### src/hdl/keypad_editor_regs.vh
`ifndef KEYPAD_EDITOR_REGS_VH
`define KEYPAD_EDITOR_REGS_VH

// ----------------------------------------
// Timing
// ----------------------------------------
`define CLK_HZ 10000000
`define HOLD_TIME_S 5
`define HOLD_CYCLES (`HOLD_TIME_S * `CLK_HZ)
`define START_TIME_MS 200
`define START_CYCLES (`START_TIME_MS * (`CLK_HZ / 1000))
`define BLINK_CYCLES 2500000
`define BAR_SEGMENTS 5

// ----------------------------------------
// Widths
// ----------------------------------------
`define PNUM_W 8
`define PVAL_W 16
`define SEL_W 4
`define DIGITS 4

// ----------------------------------------
// Display codes
// ----------------------------------------
`define DISP_DEFAULT 4'h0
`define DISP_MONITOR 4'h1
`define DISP_PNUM 4'h2
`define DISP_PVAL 4'h3
`define DISP_WR_ENTRY 4'h4
`define DISP_WR_MODE 4'h5
`define DISP_BAR 4'h6
`define DISP_START 4'h7
`define DISP_FINISH 4'h8
`define DISP_RESET 4'h9
`define DISP_ERROR 4'ha

`endif

### src/hdl/key_sync.v
`timescale 1ns/1ps
`include "keypad_editor_regs.vh"

// ----------------------------------------
// Key synchroniser and press detector
// ----------------------------------------
module key_sync (
  input wire clk,
  input wire rst,
  input wire [4:0] key_raw,
  output reg [4:0] level,
  output wire [4:0] press
);
  reg [4:0] s1;
  reg [4:0] s2;
  reg [4:0] s3;
  reg [4:0] prev;

  always @(posedge clk or posedge rst)
  begin
    if (rst)
    begin
      s1 <= 5'h00;
      s2 <= 5'h00;
      s3 <= 5'h00;
      level <= 5'h00;
      prev <= 5'h00;
    end
    else
    begin
      s1 <= key_raw;
      s2 <= s1;
      s3 <= s2;
      prev <= level;
      // A change counts once stages two and three agree
      level <= (s2 & s3) | (level & (s2 | s3));
    end
  end

  assign press = level & ~prev;
endmodule

### src/hdl/keypad_parameter_editor.v
`timescale 1ns/1ps
`include "keypad_editor_regs.vh"

module keypad_parameter_editor #(
  parameter HOLD_CYCLES = `HOLD_CYCLES,
  parameter START_CYCLES = `START_CYCLES,
  parameter BLINK_CYCLES = `BLINK_CYCLES
) (
  input wire CLK_SYS,
  input wire SYS_RST,
  input wire KEY_DATA,
  input wire KEY_MODE,
  input wire KEY_SHIFT,
  input wire KEY_INC,
  input wire KEY_DEC,
  input wire [`SEL_W-1:0] POWER_ON_DISPLAY_SELECT,
  input wire [`PVAL_W-1:0] PARAM_RD_VALUE,
  input wire PARAM_NEEDS_POWER_CYCLE,
  input wire NVM_DONE,
  input wire NVM_FAIL,
  output reg [`SEL_W-1:0] DISP_CODE,
  output reg [`SEL_W-1:0] MONITOR_ITEM,
  output reg [`PNUM_W-1:0] PARAM_NUM,
  output reg [`PVAL_W-1:0] PARAM_EDIT_VALUE,
  output reg [1:0] ACTIVE_DIGIT,
  output reg DIGIT_POINT_ON,
  output reg [2:0] BAR_LEVEL,
  output reg PARAM_WR_STB,
  output reg NVM_WRITE_START,
  output reg POWER_CYCLE_PENDING
);
  localparam ST_DEFAULT = 4'h0;
  localparam ST_MONITOR = 4'h1;
  localparam ST_PNUM = 4'h2;
  localparam ST_PVAL = 4'h3;
  localparam ST_WR_ENTRY = 4'h4;
  localparam ST_WR_MODE = 4'h5;
  localparam ST_HOLD = 4'h6;
  localparam ST_START = 4'h7;
  localparam ST_WAIT = 4'h8;
  localparam ST_FINISH = 4'h9;
  localparam ST_RESET = 4'ha;
  localparam ST_ERROR = 4'hb;

  wire [4:0] level;
  wire [4:0] press;
  wire data_p = press[0];
  wire mode_p = press[1];
  wire shift_p = press[2];
  wire inc_p = press[3];
  wire dec_p = press[4];
  wire inc_held = level[3];

  reg [3:0] state;
  reg [31:0] timer;
  reg [31:0] blink_cnt;
  reg blink;
  reg strap_taken;
  reg [`PVAL_W-1:0] step;
  wire [31:0] next_bar = timer * `BAR_SEGMENTS / HOLD_CYCLES + 32'h00000001;

  key_sync u_keys (
    .clk(CLK_SYS),
    .rst(SYS_RST),
    .key_raw({KEY_DEC, KEY_INC, KEY_SHIFT, KEY_MODE, KEY_DATA}),
    .level(level),
    .press(press)
  );

  // Step for the active digit (hex digits)
  always @*
  begin
    step = {{(`PVAL_W-1){1'b0}}, 1'b1} << {ACTIVE_DIGIT, 2'b00};
  end

  // ----------------------------------------
  // Flashing decimal point
  // ----------------------------------------
  always @(posedge CLK_SYS or posedge SYS_RST)
  begin
    if (SYS_RST)
    begin
      blink_cnt <= 32'h00000000;
      blink <= 1'b0;
    end
    else if (blink_cnt >= BLINK_CYCLES - 1)
    begin
      blink_cnt <= 32'h00000000;
      blink <= ~blink;
    end
    else
    begin
      blink_cnt <= blink_cnt + 32'h00000001;
    end
  end

  always @*
  begin
    DIGIT_POINT_ON = ((state == ST_PNUM) || (state == ST_PVAL)) & blink;
  end

  // ----------------------------------------
  // Mode sequencer
  // ----------------------------------------
  always @(posedge CLK_SYS or posedge SYS_RST)
  begin
    if (SYS_RST)
    begin
      state <= ST_DEFAULT;
      timer <= 32'h00000000;
      strap_taken <= 1'b0;
      MONITOR_ITEM <= 4'h0;
      DISP_CODE <= `DISP_DEFAULT;
      PARAM_NUM <= 8'h00;
      PARAM_EDIT_VALUE <= 16'h0000;
      ACTIVE_DIGIT <= 2'h0;
      BAR_LEVEL <= 3'h0;
      PARAM_WR_STB <= 1'b0;
      NVM_WRITE_START <= 1'b0;
      POWER_CYCLE_PENDING <= 1'b0;
    end
    else
    begin
      PARAM_WR_STB <= 1'b0;
      NVM_WRITE_START <= 1'b0;
      if (!strap_taken)
      begin
        // Strap caught after reset release, never inside the reset branch
        strap_taken <= 1'b1;
        MONITOR_ITEM <= POWER_ON_DISPLAY_SELECT;
      end
      case (state)
        ST_DEFAULT:
        begin
          DISP_CODE <= `DISP_DEFAULT;
          if (data_p)
          begin
            state <= ST_MONITOR;
            DISP_CODE <= `DISP_MONITOR;
          end
        end
        ST_MONITOR:
        begin
          if (mode_p)
          begin
            state <= ST_PNUM;
            DISP_CODE <= `DISP_PNUM;
            ACTIVE_DIGIT <= 2'h0;
          end
        end
        ST_PNUM:
        begin
          if (shift_p)
            ACTIVE_DIGIT <= (ACTIVE_DIGIT == 2'h1) ? 2'h0 : 2'h1;
          else if (inc_p)
            PARAM_NUM <= PARAM_NUM + step[`PNUM_W-1:0];
          else if (dec_p)
            PARAM_NUM <= PARAM_NUM - step[`PNUM_W-1:0];
          else if (data_p)
          begin
            PARAM_EDIT_VALUE <= PARAM_RD_VALUE;
            state <= ST_PVAL;
            DISP_CODE <= `DISP_PVAL;
            ACTIVE_DIGIT <= 2'h0;
          end
        end
        ST_PVAL:
        begin
          if (shift_p)
            ACTIVE_DIGIT <= ACTIVE_DIGIT + 2'h1;
          else if (inc_p)
            PARAM_EDIT_VALUE <= PARAM_EDIT_VALUE + step;
          else if (dec_p)
            PARAM_EDIT_VALUE <= PARAM_EDIT_VALUE - step;
          else if (data_p)
            PARAM_WR_STB <= 1'b1;
          else if (mode_p)
          begin
            state <= ST_WR_ENTRY;
            DISP_CODE <= `DISP_WR_ENTRY;
          end
        end
        ST_WR_ENTRY:
        begin
          if (data_p)
          begin
            state <= ST_WR_MODE;
            DISP_CODE <= `DISP_WR_MODE;
          end
        end
        ST_WR_MODE:
        begin
          BAR_LEVEL <= 3'h0;
          if (data_p)
          begin
            state <= ST_WR_ENTRY;
            DISP_CODE <= `DISP_WR_ENTRY;
          end
          else if (inc_p)
          begin
            state <= ST_HOLD;
            DISP_CODE <= `DISP_BAR;
            timer <= 32'h00000000;
          end
        end
        ST_HOLD:
        begin
          if (!inc_held)
          begin
            // Early release: nothing reaches memory
            state <= ST_WR_MODE;
            DISP_CODE <= `DISP_WR_MODE;
            BAR_LEVEL <= 3'h0;
          end
          else if (timer >= HOLD_CYCLES - 1)
          begin
            state <= ST_START;
            DISP_CODE <= `DISP_START;
            NVM_WRITE_START <= 1'b1;
            timer <= 32'h00000000;
          end
          else
          begin
            timer <= timer + 32'h00000001;
            BAR_LEVEL <= next_bar[2:0];
          end
        end
        ST_START:
        begin
          // Start indication lasts a short fixed time; a memory answer arriving during it is ignored
          if (timer >= START_CYCLES - 1)
            state <= ST_WAIT;
          else
            timer <= timer + 32'h00000001;
        end
        ST_WAIT:
        begin
          if (NVM_FAIL)
          begin
            state <= ST_ERROR;
            DISP_CODE <= `DISP_ERROR;
          end
          else if (NVM_DONE && PARAM_NEEDS_POWER_CYCLE)
          begin
            state <= ST_RESET;
            DISP_CODE <= `DISP_RESET;
            POWER_CYCLE_PENDING <= 1'b1;
          end
          else if (NVM_DONE)
          begin
            state <= ST_FINISH;
            DISP_CODE <= `DISP_FINISH;
          end
        end
        ST_FINISH, ST_RESET, ST_ERROR:
        begin
          // Outcome stays until Data; after an error the operator writes again
          if (data_p)
          begin
            state <= ST_WR_ENTRY;
            DISP_CODE <= `DISP_WR_ENTRY;
          end
        end
        default:
        begin
          state <= ST_DEFAULT;
          DISP_CODE <= `DISP_DEFAULT;
        end
      endcase
    end
  end
endmodule

### config.mk
export PLATFORM = sky130hd
export DESIGN_NAME = keypad_parameter_editor
export DESIGN_NICKNAME = d
export VERILOG_FILES = /design/src/hdl/key_sync.v /design/src/hdl/keypad_parameter_editor.v
export VERILOG_INCLUDE_DIRS = /design/src /design/src/hdl
export SDC_FILE = /design/constraint.sdc
export NUM_CORES = 1
export LEC_CHECK = 0
export BUFFER_PORTS_ARGS = -buffer_cell sky130_fd_sc_hd__buf_2
export CAP_MARGIN = 40
export CELL_PAD_IN_SITES_DETAIL_PLACEMENT = 0
export CELL_PAD_IN_SITES_GLOBAL_PLACEMENT = 2
export CORE_MARGIN = 5
export CORE_UTILIZATION = 39
export CTS_CLUSTER_SIZE = 28
export DETAILED_ROUTE_END_ITERATION = 6
export PLACE_DENSITY_LB_ADDON = 0.12
export SLEW_MARGIN = 40
export SYNTH_ARGS = -nofsm -noshare
export SYNTH_HDL_FRONTEND = slang
export SYNTH_SLANG_ARGS = --single-unit
### constraint.sdc
create_clock -name CLK_SYS -period 10.85 [get_ports CLK_SYS]
set_clock_uncertainty 0.1 [all_clocks]
set_input_delay 2.17 -clock CLK_SYS [delete_from_list [all_inputs] [get_ports CLK_SYS]]
set_output_delay 2.17 -clock CLK_SYS [all_outputs]
set_load 0.02 [all_outputs]
---- After elaboration in Yosys (flattened, before gate mapping) ----
Cells that the tools add are included.
cells by class
  add/sub/neg operators ................... 8
  $mul .................................... 1
  div/mod/pow operators ................... 1
  magnitude comparators ................... 3
  equal/unequal tests ..................... 39
  shift operators ......................... 1
  mux-type cells .......................... 63
  bitwise operators ....................... 11
  reduce and logical (&&, ||, !) cells .... 17
operator list
  kind                                                                                   number
  32-bit two-way mux                                                                     6
  16-bit two-way mux                                                                     7
  4-bit two-way mux                                                                      24
  32-bit one-hot mux with 3 select lines                                                 1
  4-bit one-hot mux with 10 select lines                                                 2
  32-bit by 1-bit adder with 32-bit output, second input constant                        2
  2-bit inequality test, second input constant                                           18
  32-bit by 26-bit divider with 32-bit output, second input constant                     1
  32-bit by 21-bit greater-or-equal comparator with 1-bit output, second input constant  1
  32-bit by 22-bit greater-or-equal comparator with 1-bit output, second input constant  1
  32-bit by 26-bit greater-or-equal comparator with 1-bit output, second input constant  1
  32-bit by 3-bit multiplier with 32-bit output, second input constant                   1
  16-bit one-hot mux with 2 select lines                                                 1
  3-bit inequality test, second input constant                                           7
  17-bit AND reduction                                                                   1
  16-bit adder                                                                           1
  4-bit by 3-bit == test with 1-bit output, second input constant                        4
  4-bit == test, second input constant                                                   4
  8-bit two-way mux                                                                      2
  16-bit AND reduction                                                                   1
  1-bit by 4-bit << shifter with 16-bit output, first input constant                     1
  16-bit subtractor                                                                      1
  5-bit AND                                                                              3
  2-bit two-way mux                                                                      6
  other kinds (28)                                                                       47
storage, ports and cells
  flip-flop bits (word level) ............. 135
  input bits .............................. 30
  logic and storage cells ................. 163

---- Longest topological paths before layout ----
Gate-level depths: netlist of the first run.
  word-level depth ........................ 8
  gate-level depth with buffers ........... 42
  mapped depth without buffers ............ 36

---- By module ----
A second synthesis of the first run with hierarchy kept.
unflattened totals
  cell total of the unflattened synthesis .. 1614
  area total of the unflattened synthesis .. 13127.6 µm²
modules (own cells, without submodules)
  module                   instances  cells each  area each (µm²)  seq. area each (µm²)
  keypad_parameter_editor  1          1578        12410.7          2752.6
  key_sync                 1          36          716.9            625.6

---- Least setup slack after synthesis of the first run ----
No wires, ideal clock.
  path type ............................... reg-to-reg
  start ................................... register timer[3]
  end ..................................... register BAR_LEVEL[2]
  arrival time ............................ 9618 ps
  path slack .............................. 998 ps
  cell stages (with the launch flop) ...... 39
  path buffers ............................ 2
  path through ............................ dfrtp_1 -> ha_1 -> ha_1 -> fa_1 -> a211oi_2 -> o21ai_2 -> a32o_1 -> nor3b_1 -> xnor2_2 -> nand4_4 -> o221a_2 -> nor3_2 -> nand3_1 -> a2111o_1 -> o21ai_1 -> buf_2 -> mux2_2 -> or3_1 -> (+3 left out) -> nor2_4 -> o21ai_2 -> mux2_2 -> a41o_1 -> a21oi_4 -> o21ba_1 -> buf_4 -> xnor2_1 -> a211o_1 -> o21ba_2 -> o21a_1 -> a2111oi_2 -> o2111ai_1 -> o21a_1 -> o21ai_1 -> ha_1 -> xnor2_1 -> o22ai_1
between the ends
  longest elaborated chain between the ends .. 6
  elaborated cells between the ends (all ways) .. 9
  those cells by class .................... add/sub (1); mul (1); div (1); order compare (1); eq/ne (1); mux (3); reduce/logical (1)
ends and longest elaborated chain
  element                                                  line                           text
  from (decl)                                              keypad_parameter_editor.v:55   reg [31:0] timer;
  from (signal assigned)                                   keypad_parameter_editor.v:224  timer <= timer + 32'h00000001;
  from (signal assigned)                                   keypad_parameter_editor.v:234  timer <= timer + 32'h00000001;
  32-bit by 3-bit multiplier with 32-bit output (no line)  -
  32-bit by 26-bit divider with 32-bit output              keypad_parameter_editor.v:60   wire [31:0] next_bar = timer * `BAR_SEGMENTS / HOLD_CYCLES + 32'h00000001;
  3-bit by 1-bit adder with 3-bit output                   keypad_parameter_editor.v:60
  3-bit two-way mux                                        keypad_parameter_editor.v:215  else if (timer >= HOLD_CYCLES - 1)
  3-bit two-way mux                                        keypad_parameter_editor.v:208  if (!inc_held)
  3-bit one-hot mux with 2 select lines                    keypad_parameter_editor.v:132  case (state)
  to (signal assigned)                                     keypad_parameter_editor.v:225  BAR_LEVEL <= next_bar[2:0];
  to (decl)                                                keypad_parameter_editor.v:27   output reg [2:0] BAR_LEVEL,
Several ways; a longest one is shown, not always the timed one. The select of a mux whose other input is x is not followed.
A chain may end at the register's enable or synchronous reset.

---- Final worst setup path of the first run ----
Ends and elaborated chain as after synthesis.

==> results of run 1 <==
==> final cells by class <==
type	instances	area, sq um
clock inverter	13	144
sequential	135	3380
timing repair buffer	147	943
multi-input combinational	1417	9870
inverter	43	166
fill	3475	18700
clock buffer	19	443
tap	455	569
==> worst register-to-register path: cells and delay by family, from the launching register on <==
kind	cells	cell delay, ns
adders and majority gates	4	1.20
DFF	1	0.46
AOI/OAI and AO/OA	22	5.36
xor gates and xnor gates	2	0.35
buffers and inverters	3	0.56
and+or+nand+nor	7	2.15
==> cells by family after synthesis <==
logic type                 Yosys count
AOI/OAI and AO/OA                  488
xor gates and xnor gates           159
adders and majority gates           98
buffers and inverters               99
DFF                                135
muxes                               32
other                                2
and+or+nand+nor                    629
==> Yosys cell counts (7+ instances only) <==
| cell | instances |
|---|---|
| mux2i_1 | 16 |
| nand4_1 | 36 |
| nor4_1 | 22 |
| and3_1 | 17 |
| and4_1 | 15 |
| nand2_1 | 145 |
| or3_1 | 14 |
| nor3_1 | 44 |
| o31ai_1 | 14 |
| o211ai_1 | 24 |
| o2111ai_1 | 9 |
| a21oi_1 | 132 |
| buf_2 | 16 |
| maj3_1 | 7 |
| clkbuf_1 | 36 |
| and2_1 | 20 |
| a21o_1 | 23 |
| mux2_2 | 16 |
| a22oi_1 | 7 |
| o21ai_1 | 10 |
| o211a_1 | 8 |
| a22o_1 | 7 |
| nor2_1 | 187 |
| xnor2_1 | 89 |
| nand3_1 | 52 |
| o21ai_0 | 68 |
| a211oi_1 | 18 |
| or2_2 | 8 |
| xor2_1 | 66 |
| dfrtp_1 | 135 |
| o21bai_1 | 19 |
| nand2b_1 | 22 |
| ha_1 | 88 |
| a31oi_1 | 19 |
| inv_1 | 43 |
| nor2b_1 | 12 |
| o22ai_1 | 11 |
| o21a_1 | 13 |
==> where the power goes <==
group	internal [W]	leakage [nW]	switching [W]
Combinational	0.000349	4.45	0.000483
Sequential	0.000578	1.71	0.0000903
Clock	0.000346	0.277	0.000226
==> timing repair <==
item / in CTS / in global routing
resized for setup: 0 / 39
buffers inserted: 0 / 13
endpoints found under the setup margin: 0 / 3
==> registers in the layout (all words and copies together) (netlist names) <==
register             count
u_keys.s1                5
blink_cnt               32
PARAM_WR_STB             1
u_keys.s2                5
DISP_CODE                4
u_keys.s3                5
u_keys.level             5
BAR_LEVEL                3
PARAM_NUM                8
strap_taken              1
PARAM_EDIT_VALUE        16
u_keys.prev              5
MONITOR_ITEM             4
POWER_CYCLE_PENDING      1
timer                   32
blink                    1
NVM_WRITE_START          1
ACTIVE_DIGIT             2
state                    4
==> routing by layer <==
| layer | vias up | share of wire |
|---|---|---|
| li1 | 6335 | - |
| met1 | 6043 | 0.49 |
| met2 | 245 | 0.47 |
| met3 | 54 | 0.028 |
| met4 | 0 | 0.021 |
| met5 | - | 0 |
==> cells in the final DEF (no fill, tap or decap), drive strengths merged, types with 9 or more instances in the layout <==
cell,count
nor2,189
buf,147
nand2,145
a21oi,137
dfrtp,135
xnor2,93
ha,88
o21ai,81
xor2,66
nand3,53
nor3,49
inv,47
nand4,38
o211ai,27
a211oi,25
a21o,23
nor4,23
nand2b,22
and2,21
a31oi,20
o21bai,19
clkbuf,19
and3,17
mux2,16
mux2i,16
o31ai,16
and4,15
or3,14
o21a,13
nor2b,12
o22ai,11
conb,11
o2111ai,9
or2,9
==> final timing paths <==
| check | from | to | slack (ns) | depth (start not counted) |
|---|---|---|---|---|
| max | timer[3] | BAR_LEVEL[2] | 0.56 | 38 |
| min | u_keys.s1[0] | u_keys.s2[0] | 0.25 | 0 |
| max reg2reg | timer[3] | BAR_LEVEL[2] | 0.56 | 38 |
| min reg2reg | u_keys.s1[0] | u_keys.s2[0] | 0.25 | 0 |
| max in group asynchronous | SYS_RST | blink_cnt[7] | 7.87 | 3 |
| min in group asynchronous | SYS_RST | u_keys.s1[4] | 1.74 | 2 |
==> metrics by stage <==
stage,cells,worst slack [ns],hold slack [ns],utilization
after floorplan,1651,0.998,0.231,-
after global placement,2182,0.267,0.232,0.427
after detailed placement,2184,0.0933,0.236,0.428
after CTS,2216,0.0855,0.250,0.445
after global routing,2229,-0.0647,0.251,0.454
final,2229,0.559,0.247,0.454
==> out/qor.yml, run 1 <==
outcome:
  status: "complete, no violations"
power:
  cellPowerDensity_mw_per_mm2: 134
  finalPower_w: 0.00207
  p_leak_nw: 6.44
  worst_ir_drop_vdd_uv: 170
synth:
  synth_compound_area_frac: 0.258
  synthSimpleGateAreaFrac: 0.234
  synthAdderAreaFrac: 0.0918
  netlist_top_cells_area: "dfrtp_1 25%, ha_1 8.2%, xnor2_1 5.8%"
  synthXorXnorAreaFrac: 0.107
  muxShareOfSynthArea: 0.0254
  avgSynthCellArea_sq_um: 8.17
  synth_edf_count: 0
  yosys_warnings: 0
  synth_cell_types: 112
  synth.cell_area_sq_mm: 0.0134
  synth_top_cell_by_area: "dfrtp_1"
  synth_flop_cell: "dfrtp_1"
  synth-seq-area-share: 0.252
  synth_top_family_by_area: "compound AO/OA/AOI/OAI gates"
  yosysTopAreaCellShare: 0.252
  synth-seq-cells: 135
  synthArstFlopShare: 1.00
  synthCells: 1642
min_path:
  hold_class: "reg2reg"
routing:
  wire_per_inst_microns: 17.3
  via_count: 12677
  drt-pass1-iter-count: 5
  routed_wl_mm: 38.6
  drc_errors: 0
  ant_nets: 0
  via_per_inst: 5.69
  drt_iter0_markers: 633
sta:
  max_freq_ghz: 0.0972
  hold_viol_final: 0
  final.setup.tns_ns: 0
  fin_crit_ns: 10.29
  finalCritPeriodShare: 0.948
  worstMarginPinSlew_ns: 0.866
  slew_violations: 0
  setup_violations: 0
  slew_headroom: 0.419
floorplanning:
  dieHeight_microns: 195
  coreArea_sq_mm: 0.0342
  pin_count: 71
  row_count: 68
  start_util: 0.392
  fp.dieW_microns: 195
  dieArea_sq_mm: 0.0382
critical_path:
  cp.arrival_ns: 10.47
  crit_buf_inv: 3
  crit_slowest_cell: "or4_4"
  cp_max_fo: 10
  crit_path_end_kind: "register"
  cp.required_ns: 11.03
  criticalPathCategory: "reg2reg"
  cpPeakStageDelay_ns: 0.61
  worstSetupStartpointType: "register"
  cp_top_family: "compound AO/OA/AOI/OAI gates"
cts:
  cts_tree: "yes"
  clockRootBuffer: "clkbuf_16"
  cts.sinks: 135
  h-tree-depth: 4
  path_clk_slew_ns: 0.06
  numCtsBuffers: 17
  insertion_delay_ns: 0.42
  cts_hold_buf: 0
  clock_path_buffers: 2
global_route:
  grt_start_max_net_pins: 70
  grt-busiest-layer: "met2"
  met3_usage: 0.0185
  grt_pass1_vias: 12288
  grt_pass1_wl_mm: 63.8
  met2_usage: 0.323
  grt.overflow.total: 0
  antenna_found_initial: 0
  grt_use_met1: 0.280
  grt_util_all_layers: 0.198
placement:
  portBuffers: 70
  placed_cell_area_sq_mm: 0.0146
  hpwl_mm: 30.6
  gp_congestion: 0.866
final_layout:
  layout.nets: 1882
  areaGrowthSynthToFinish_pct: 15.7
  antenna_cells: 0
  final_cell_area_sq_mm: 0.0155
  drive_gt1_frac: 0.165
job:
  max_cap_viol_count: 0
(Power assumes the default switching activity.)
==> run 2: changes to the inputs <==
--- a/config.mk
+++ b/config.mk
@@ -8,10 +8,8 @@
 export LEC_CHECK = 0
 export BUFFER_PORTS_ARGS = -buffer_cell sky130_fd_sc_hd__buf_2
 export CAP_MARGIN = 40
-export CELL_PAD_IN_SITES_DETAIL_PLACEMENT = 0
-export CELL_PAD_IN_SITES_GLOBAL_PLACEMENT = 2
 export CORE_MARGIN = 5
-export CORE_UTILIZATION = 39
+export CORE_UTILIZATION = 68
 export CTS_CLUSTER_SIZE = 28
 export DETAILED_ROUTE_END_ITERATION = 6
 export PLACE_DENSITY_LB_ADDON = 0.12
==> constraint.sdc (replaced) <==
create_clock -name CLK_SYS -period 12.55 [get_ports CLK_SYS]
set_clock_uncertainty 0.1 [all_clocks]
set_input_delay 2.51 -clock CLK_SYS [delete_from_list [all_inputs] [get_ports CLK_SYS]]
set_output_delay 2.51 -clock CLK_SYS [all_outputs]
set_load 0.02 [all_outputs]
==> run 2 against run 1 <==
Maximum frequency fell by 12%. Via count rose by 3.1%. Die area fell by 41%. Core utilization rose by 30 points. Count of clock-buffer cells in the layout fell by 2. Sequential power fell by 13%. Critical path depth fell by 2. Worst setup slack improved by 0.24 ns. Critical path type unchanged. Critical endpoint unchanged.
==> out/qor.yml, run 2 (synthesis results as in run 1) <==
placement:
  gp_congestion: 0.931  # +7.5%
  portBuffers: 70  # unchanged
  hpwl_mm: 27.3  # -11%
final_layout:
  drive_gt1_frac: 0.118  # -0.0469
  layout_commonest_cell: "nor2_1"
  final_core_util: 0.753  # +0.300
  layout.nets: 1816  # -3.5%
  antenna_cells: 0  # unchanged
  largestRegisters: "blink_cnt x32, timer x32, PARAM_EDIT_VALUE x16"
  layout_common_cells: "186 x nor2_1, 144 x nand2_1, 135 x dfrtp_1"
  n_fill_cell: 1468  # -58%
  areaGrowthSynthToFinish_pct: 9.32
cts:
  cts_hold_buf: 0  # unchanged
  clock_path_buffers: 2  # unchanged
  h-tree-depth: 4  # unchanged
  cts_tree: "yes"
  clockRootBuffer: "clkbuf_16"
  numCtsBuffers: 17  # unchanged
  insertion_delay_ns: 0.43  # about the same
  ctsResizeCount: 0  # unchanged
  cts.sinks: 135  # unchanged
  cts_setup_buffers: 0  # unchanged
  path_clk_slew_ns: 0.07  # about the same
power:
  combPwrFrac: 0.402  # about the same
  worst_ir_drop_vdd_uv: 192  # +13%
  p_sw_w: 0.000758  # -5.3%
  p_int_w: 0.00113  # -11%
  p_leak_nw: 6.11  # -5.1%
  cellPowerDensity_mw_per_mm2: 129  # -3.6%
  finalPower_w: 0.00189  # -8.9%
  p_sw_frac: 0.401  # +0.0152
  clkPwrFrac: 0.291  # +0.015
  seq_power_share: 0.307  # -0.015
global_route:
  grt.overflow.total: 0  # unchanged
  antenna_found_initial: 0  # unchanged
  grt_pass1_wl_mm: 61.4  # -3.9%
  grt_start_max_net_pins: 76  # +8.6%
  grt_pass1_vias: 12667  # +3.1%
  grt_util_all_layers: 0.329  # +0.131
critical_path:
  cpPeakStageDelay_ns: 0.62  # about the same
  reg2reg_depth: 36  # -5.3%
  cp.required_ns: 12.74  # +1.71 ns
  criticalPathCategory: "reg2reg"
  cp_max_fo: 13  # +3
  cp.arrival_ns: 11.94  # +1.47 ns
  crit_slowest_cell: "a2111oi_4"
  worstSetupStartpointType: "register"
  r2r-start: "timer[3]"
  cpMostUsedCell: "ha_1"
  regToRegSetupSlack_ns: 0.80  # +0.24 ns
  crit-reg2reg-capture: "BAR_LEVEL[2]"
  crit_path_end_kind: "register"
sta:
  final.setup.tns_ns: 0  # unchanged
  grt_setup_unrepaired: "no"
  hold_ws_ns: 0.261  # +0.0135 ns
  slew_violations: 0  # unchanged
  finalCritPeriodShare: 0.937  # -0.0118
  setup_violations: 0  # unchanged
  max_freq_ghz: 0.0851  # -12%
  slew_headroom: 0.409  # -0.00989
  hold_viol_final: 0  # unchanged
  fin_crit_ns: 11.75  # +1.46 ns
  worstMarginPinSlew_ns: 0.879  # +0.0130 ns
floorplanning:
  dieHeight_microns: 150  # -23%
  row_count: 51  # -25%
  start_util: 0.689  # +0.297
  coreArea_sq_mm: 0.0195  # -43%
  dieArea_sq_mm: 0.0226  # -41%
  fp.dieW_microns: 150  # -23%
  pin_count: 71  # unchanged
routing:
  ant_nets: 0  # unchanged
  drt-pass1-iter-count: 6  # +1
  wire_per_inst_microns: 18.7  # +7.8%
  via_count: 13073  # +3.1%
  drc_errors: 0  # unchanged
  routed_wl_mm: 36.9  # -4.6%
  drt_iter0_markers: 1066  # +68%
  via_per_inst: 6.63  # +17%
job:
  max_cap_viol_count: 0  # unchanged
min_path:
  hold_depth: 0  # unchanged
  hold_start: "u_keys.s1[3]"
  holdPathEnd: "u_keys.s2[3]"
  hold_class: "reg2reg"
outcome:
  status: "complete, no violations"
==> run 2: layer usage <==
metal / vias to the layer above / GRT usage / wire, microns
li1: 6235 / - / -
met1: 6218 / 0.422 / 15500
met2: 506 / 0.558 / 18000
met3: 114 / 0.0494 / 2040
met4: 0 / 0.129 / 1270
met5: - / 0 / 0
==> run 2: worst max-delay path by stage <==
stage / from / to / cells past startpoint
4_1_cts: timer[3] / BAR_LEVEL[2] / 36
3_3_place_gp: timer[3] / BAR_LEVEL[2] / 36
2_1_floorplan: timer[3] / BAR_LEVEL[2] / 38
3_5_place_dp: timer[3] / BAR_LEVEL[1] / 36
5_1_grt: timer[3] / BAR_LEVEL[2] / 36
6_report: timer[3] / BAR_LEVEL[2] / 36
==> run 2: worst max-delay path: cells and delay by family (launching register included) <==
kind / cells / cell delay (ns)
simple gates: 6 / 2.08
xor+xnor: 3 / 0.57
mux: 1 / 0.43
compound gates: 22 / 6.72
fa+ha+maj: 4 / 1.23
flops: 1 / 0.47
==> run 2: cell type report <==
cell class                      count  area (sq um)  area share
Sequential cell                   135          3380       0.230
Clock inverter                     15           229      0.0156
Inverter                           43           166      0.0114
Tap cell                          265           332      0.0226
Multi-Input combinational cell   1417          9690       0.661
Clock buffer                       17           425      0.0290
Timing Repair Buffer               81           437      0.0298
==> run 2: stage by stage <==
step	std cells	instance area [sq um]	setup WS, ns
final	1973	14700	0.796
after global routing	1973	14700	0.0520
after global placement	1939	14000	0.941
after CTS	1973	14600	0.437
after floorplan	1651	13400	2.70
after detailed placement	1941	14000	0.563
==> run 2: power by group through the flow <==
stage | clock [W] | combinational, W | sequential (W)
floorplan | 0 | 0.000522 | 0.000603
global placement | 0 | 0.000689 | 0.000577
detailed placement | 0 | 0.000722 | 0.000580
CTS | 0.000552 | 0.000756 | 0.000576
global route | 0.000573 | 0.000835 | 0.000588
finish | 0.000549 | 0.000760 | 0.000579
==> run 3: changes to the inputs <==
--- a/config.mk
+++ b/config.mk
@@ -9,7 +9,8 @@
 export BUFFER_PORTS_ARGS = -buffer_cell sky130_fd_sc_hd__buf_2
 export CAP_MARGIN = 40
 export CORE_MARGIN = 5
-export CORE_UTILIZATION = 68
+export CORE_UTILIZATION = 70
+export CTS_BUF_LIST = sky130_fd_sc_hd__clkbuf_4
 export CTS_CLUSTER_SIZE = 28
 export DETAILED_ROUTE_END_ITERATION = 6
 export PLACE_DENSITY_LB_ADDON = 0.12
==> constraint.sdc (replaced) <==
create_clock -name CLK_SYS -period 14.1 [get_ports CLK_SYS]
set_clock_uncertainty 0.1 [all_clocks]
set_input_delay 2.82 -clock CLK_SYS [delete_from_list [all_inputs] [get_ports CLK_SYS]]
set_output_delay 2.82 -clock CLK_SYS [all_outputs]
set_load 0.02 [all_outputs]
==> run 3 against run 2 <==
Maximum frequency is 5.4% lower. Core utilization is 0.85 points higher. Via count fell by 0.42%. Sequential power decreased by 12%. Flip-flop and latch count unchanged. Critical path type unchanged. Largest cell class unchanged.
==> out/qor.yml, run 3 (synthesis results as in run 1) <==
placement:
  place_ws_ns: 1.97  # +1.41 ns
  hpwl_mm: 27.4  # +0.50%
  dp.cells: 1909  # -1.6%
  gp_congestion: 0.959  # +3.1%
  portBuffers: 70  # unchanged
final_layout:
  largestRegisters: "blink_cnt x32, timer x32, PARAM_EDIT_VALUE x16"
  final_cells: 1942  # -1.6%
  layout_commonest_cell: "nor2_1"
  final_core_util: 0.762  # +0.00854
  seqCellArea_sq_mm: 0.00338  # unchanged
  n_fill_cell: 1375  # -6.3%
  areaGrowthSynthToFinish_pct: 6.62
  layout.nets: 1815  # -0.055%
  layout_common_cells: "187 x nor2_1, 144 x nand2_1, 135 x dfrtp_1"
  drive_gt1_frac: 0.117  # -0.00169
  multi_input_area_sq_mm: 0.00967  # -0.21%
power:
  seq_power_share: 0.346  # +0.039
  finalPower_w: 0.00148  # -22%
  cellPowerDensity_mw_per_mm2: 103  # -20%
  clkPwrFrac: 0.207  # -0.084
  worst_ir_drop_vdd_uv: 185  # -3.6%
  p_sw_w: 0.000628  # -17%
  p_int_w: 0.000849  # -25%
  p_sw_frac: 0.425  # +0.0240
  combPwrFrac: 0.447  # +0.045
  p_leak_nw: 5.95  # -2.6%
floorplanning:
  row_count: 50  # -2.0%
  dieHeight_microns: 148  # -1.3%
  start_util: 0.715  # +0.0255
  dieArea_sq_mm: 0.0220  # -2.7%
  fp.dieW_microns: 148  # -1.3%
  pin_count: 71  # unchanged
  coreArea_sq_mm: 0.0188  # -3.6%
global_route:
  antenna_found_initial: 1  # +1
  grt.overflow.total: 0  # unchanged
  grt_pass1_wl_mm: 59.7  # -2.7%
  grt_util_all_layers: 0.322  # -0.00708
  grt_pass1_vias: 12534  # -1.0%
  grt_start_max_net_pins: 74  # -2.6%
critical_path:
  criticalPathCategory: "reg2reg"
  cp.required_ns: 14.42  # +1.68 ns
  worstSetupStartpointType: "register"
  crit-reg2reg-capture: "BAR_LEVEL[2]"
  cpPeakStageDelay_ns: 0.62  # about the same
  cp.arrival_ns: 12.75  # +0.81 ns
  reg2reg_depth: 36  # unchanged
  cp_max_fo: 13  # unchanged
  crit_buf_inv: 0  # unchanged
  regToRegSetupSlack_ns: 1.67  # +0.88 ns
  crit_path_end_kind: "register"
  crit_slowest_cell: "a2111o_1"
  cp_top_family: "compound AO/OA/AOI/OAI gates"
  r2r-start: "timer[3]"
outcome:
  status: "complete, no violations"
sta:
  worstMarginPinSlew_ns: 0.773  # -0.106 ns
  finalCritPeriodShare: 0.881  # -0.0551
  fin_ws_ns: 1.67  # +0.875 ns
  max_freq_ghz: 0.0805  # -5.4%
  setup_violations: 0  # unchanged
  grt_setup_unrepaired: "no"
  hold_viol_final: 0  # unchanged
  fin_crit_ns: 12.43  # +0.675 ns
  slew_violations: 0  # unchanged
  slew_headroom: 0.477  # +0.0678
  final.setup.tns_ns: 0  # unchanged
cts:
  insertion_delay_ns: 0.55  # +0.12 ns
  cts_hold_buf: 0  # unchanged
  cts_setup_buffers: 0  # unchanged
  clock_path_buffers: 2  # unchanged
  ctsResizeCount: 0  # unchanged
  numCtsBuffers: 17  # unchanged
  cts_tree: "yes"
  h-tree-depth: 4  # unchanged
  path_clk_slew_ns: 0.13  # +0.06 ns
  clockRootBuffer: "clkbuf_4"
  cts.sinks: 135  # unchanged
routing:
  wire_per_inst_microns: 18.3  # -2.1%
  drt-pass1-iter-count: 6  # unchanged
  ant_nets: 0  # unchanged
  drt_iter0_markers: 1097  # +2.9%
  drc_errors: 0  # unchanged
  routed_wl_mm: 35.5  # -3.7%
  via_per_inst: 6.70  # +1.2%
  via_count: 13018  # -0.42%
min_path:
  hold_class: "reg2reg"
  hold_start: "u_keys.s2[0]"
  hold_depth: 0  # unchanged
  holdPathEnd: "u_keys.s3[0]"
job:
  max_cap_viol_count: 0  # unchanged
==> run 3: how the worst max path moves through the flow <==
stage               startpoint      endpoint  cells past startpoint
floorplan             timer[3]  BAR_LEVEL[2]                     38
global placement      timer[3]  BAR_LEVEL[1]                     36
detailed placement    timer[3]  BAR_LEVEL[2]                     36
CTS                   timer[3]  BAR_LEVEL[2]                     36
global route          timer[3]  BAR_LEVEL[2]                     36
finish                timer[3]  BAR_LEVEL[2]                     36
==> run 3: area by class of cell <==
cell class / count / share of cell area
diodes: 1 / 0.000175
well taps: 234 / 0.0205
flip-flops and latches: 135 / 0.236
multi-input cells: 1417 / 0.677
clock buffers: 17 / 0.00893
clock inverters: 15 / 0.0158
repair buffers: 80 / 0.0301
inverters: 43 / 0.0116
==> run 3: routing by layer <==
layer / part of all wire / track usage / wire, microns
met4: 0.032 / 0.120 / 1150
met2: 0.48 / 0.549 / 17100
met5: 0 / 0 / 0
met1: 0.42 / 0.415 / 14900
met3: 0.068 / 0.0481 / 2420
==> run 3: power groups by stage <==
stage               clock network (W)  logic [W]  registers [W]
finish                       0.000306   0.000660       0.000511
global route                 0.000331   0.000733       0.000520
CTS                          0.000312   0.000658       0.000509
detailed placement                  0   0.000646       0.000516
global placement                    0   0.000612       0.000513
floorplan                           0   0.000465       0.000537
==> run 3: through the flow <==
stage | hold slack, ns | cell area [sq um]
after floorplan | 0.231 | 13400
after global placement | 0.238 | 13900
after detailed placement | 0.246 | 13900
after CTS | 0.279 | 14300
after global routing | 0.287 | 14300
final | 0.288 | 14300
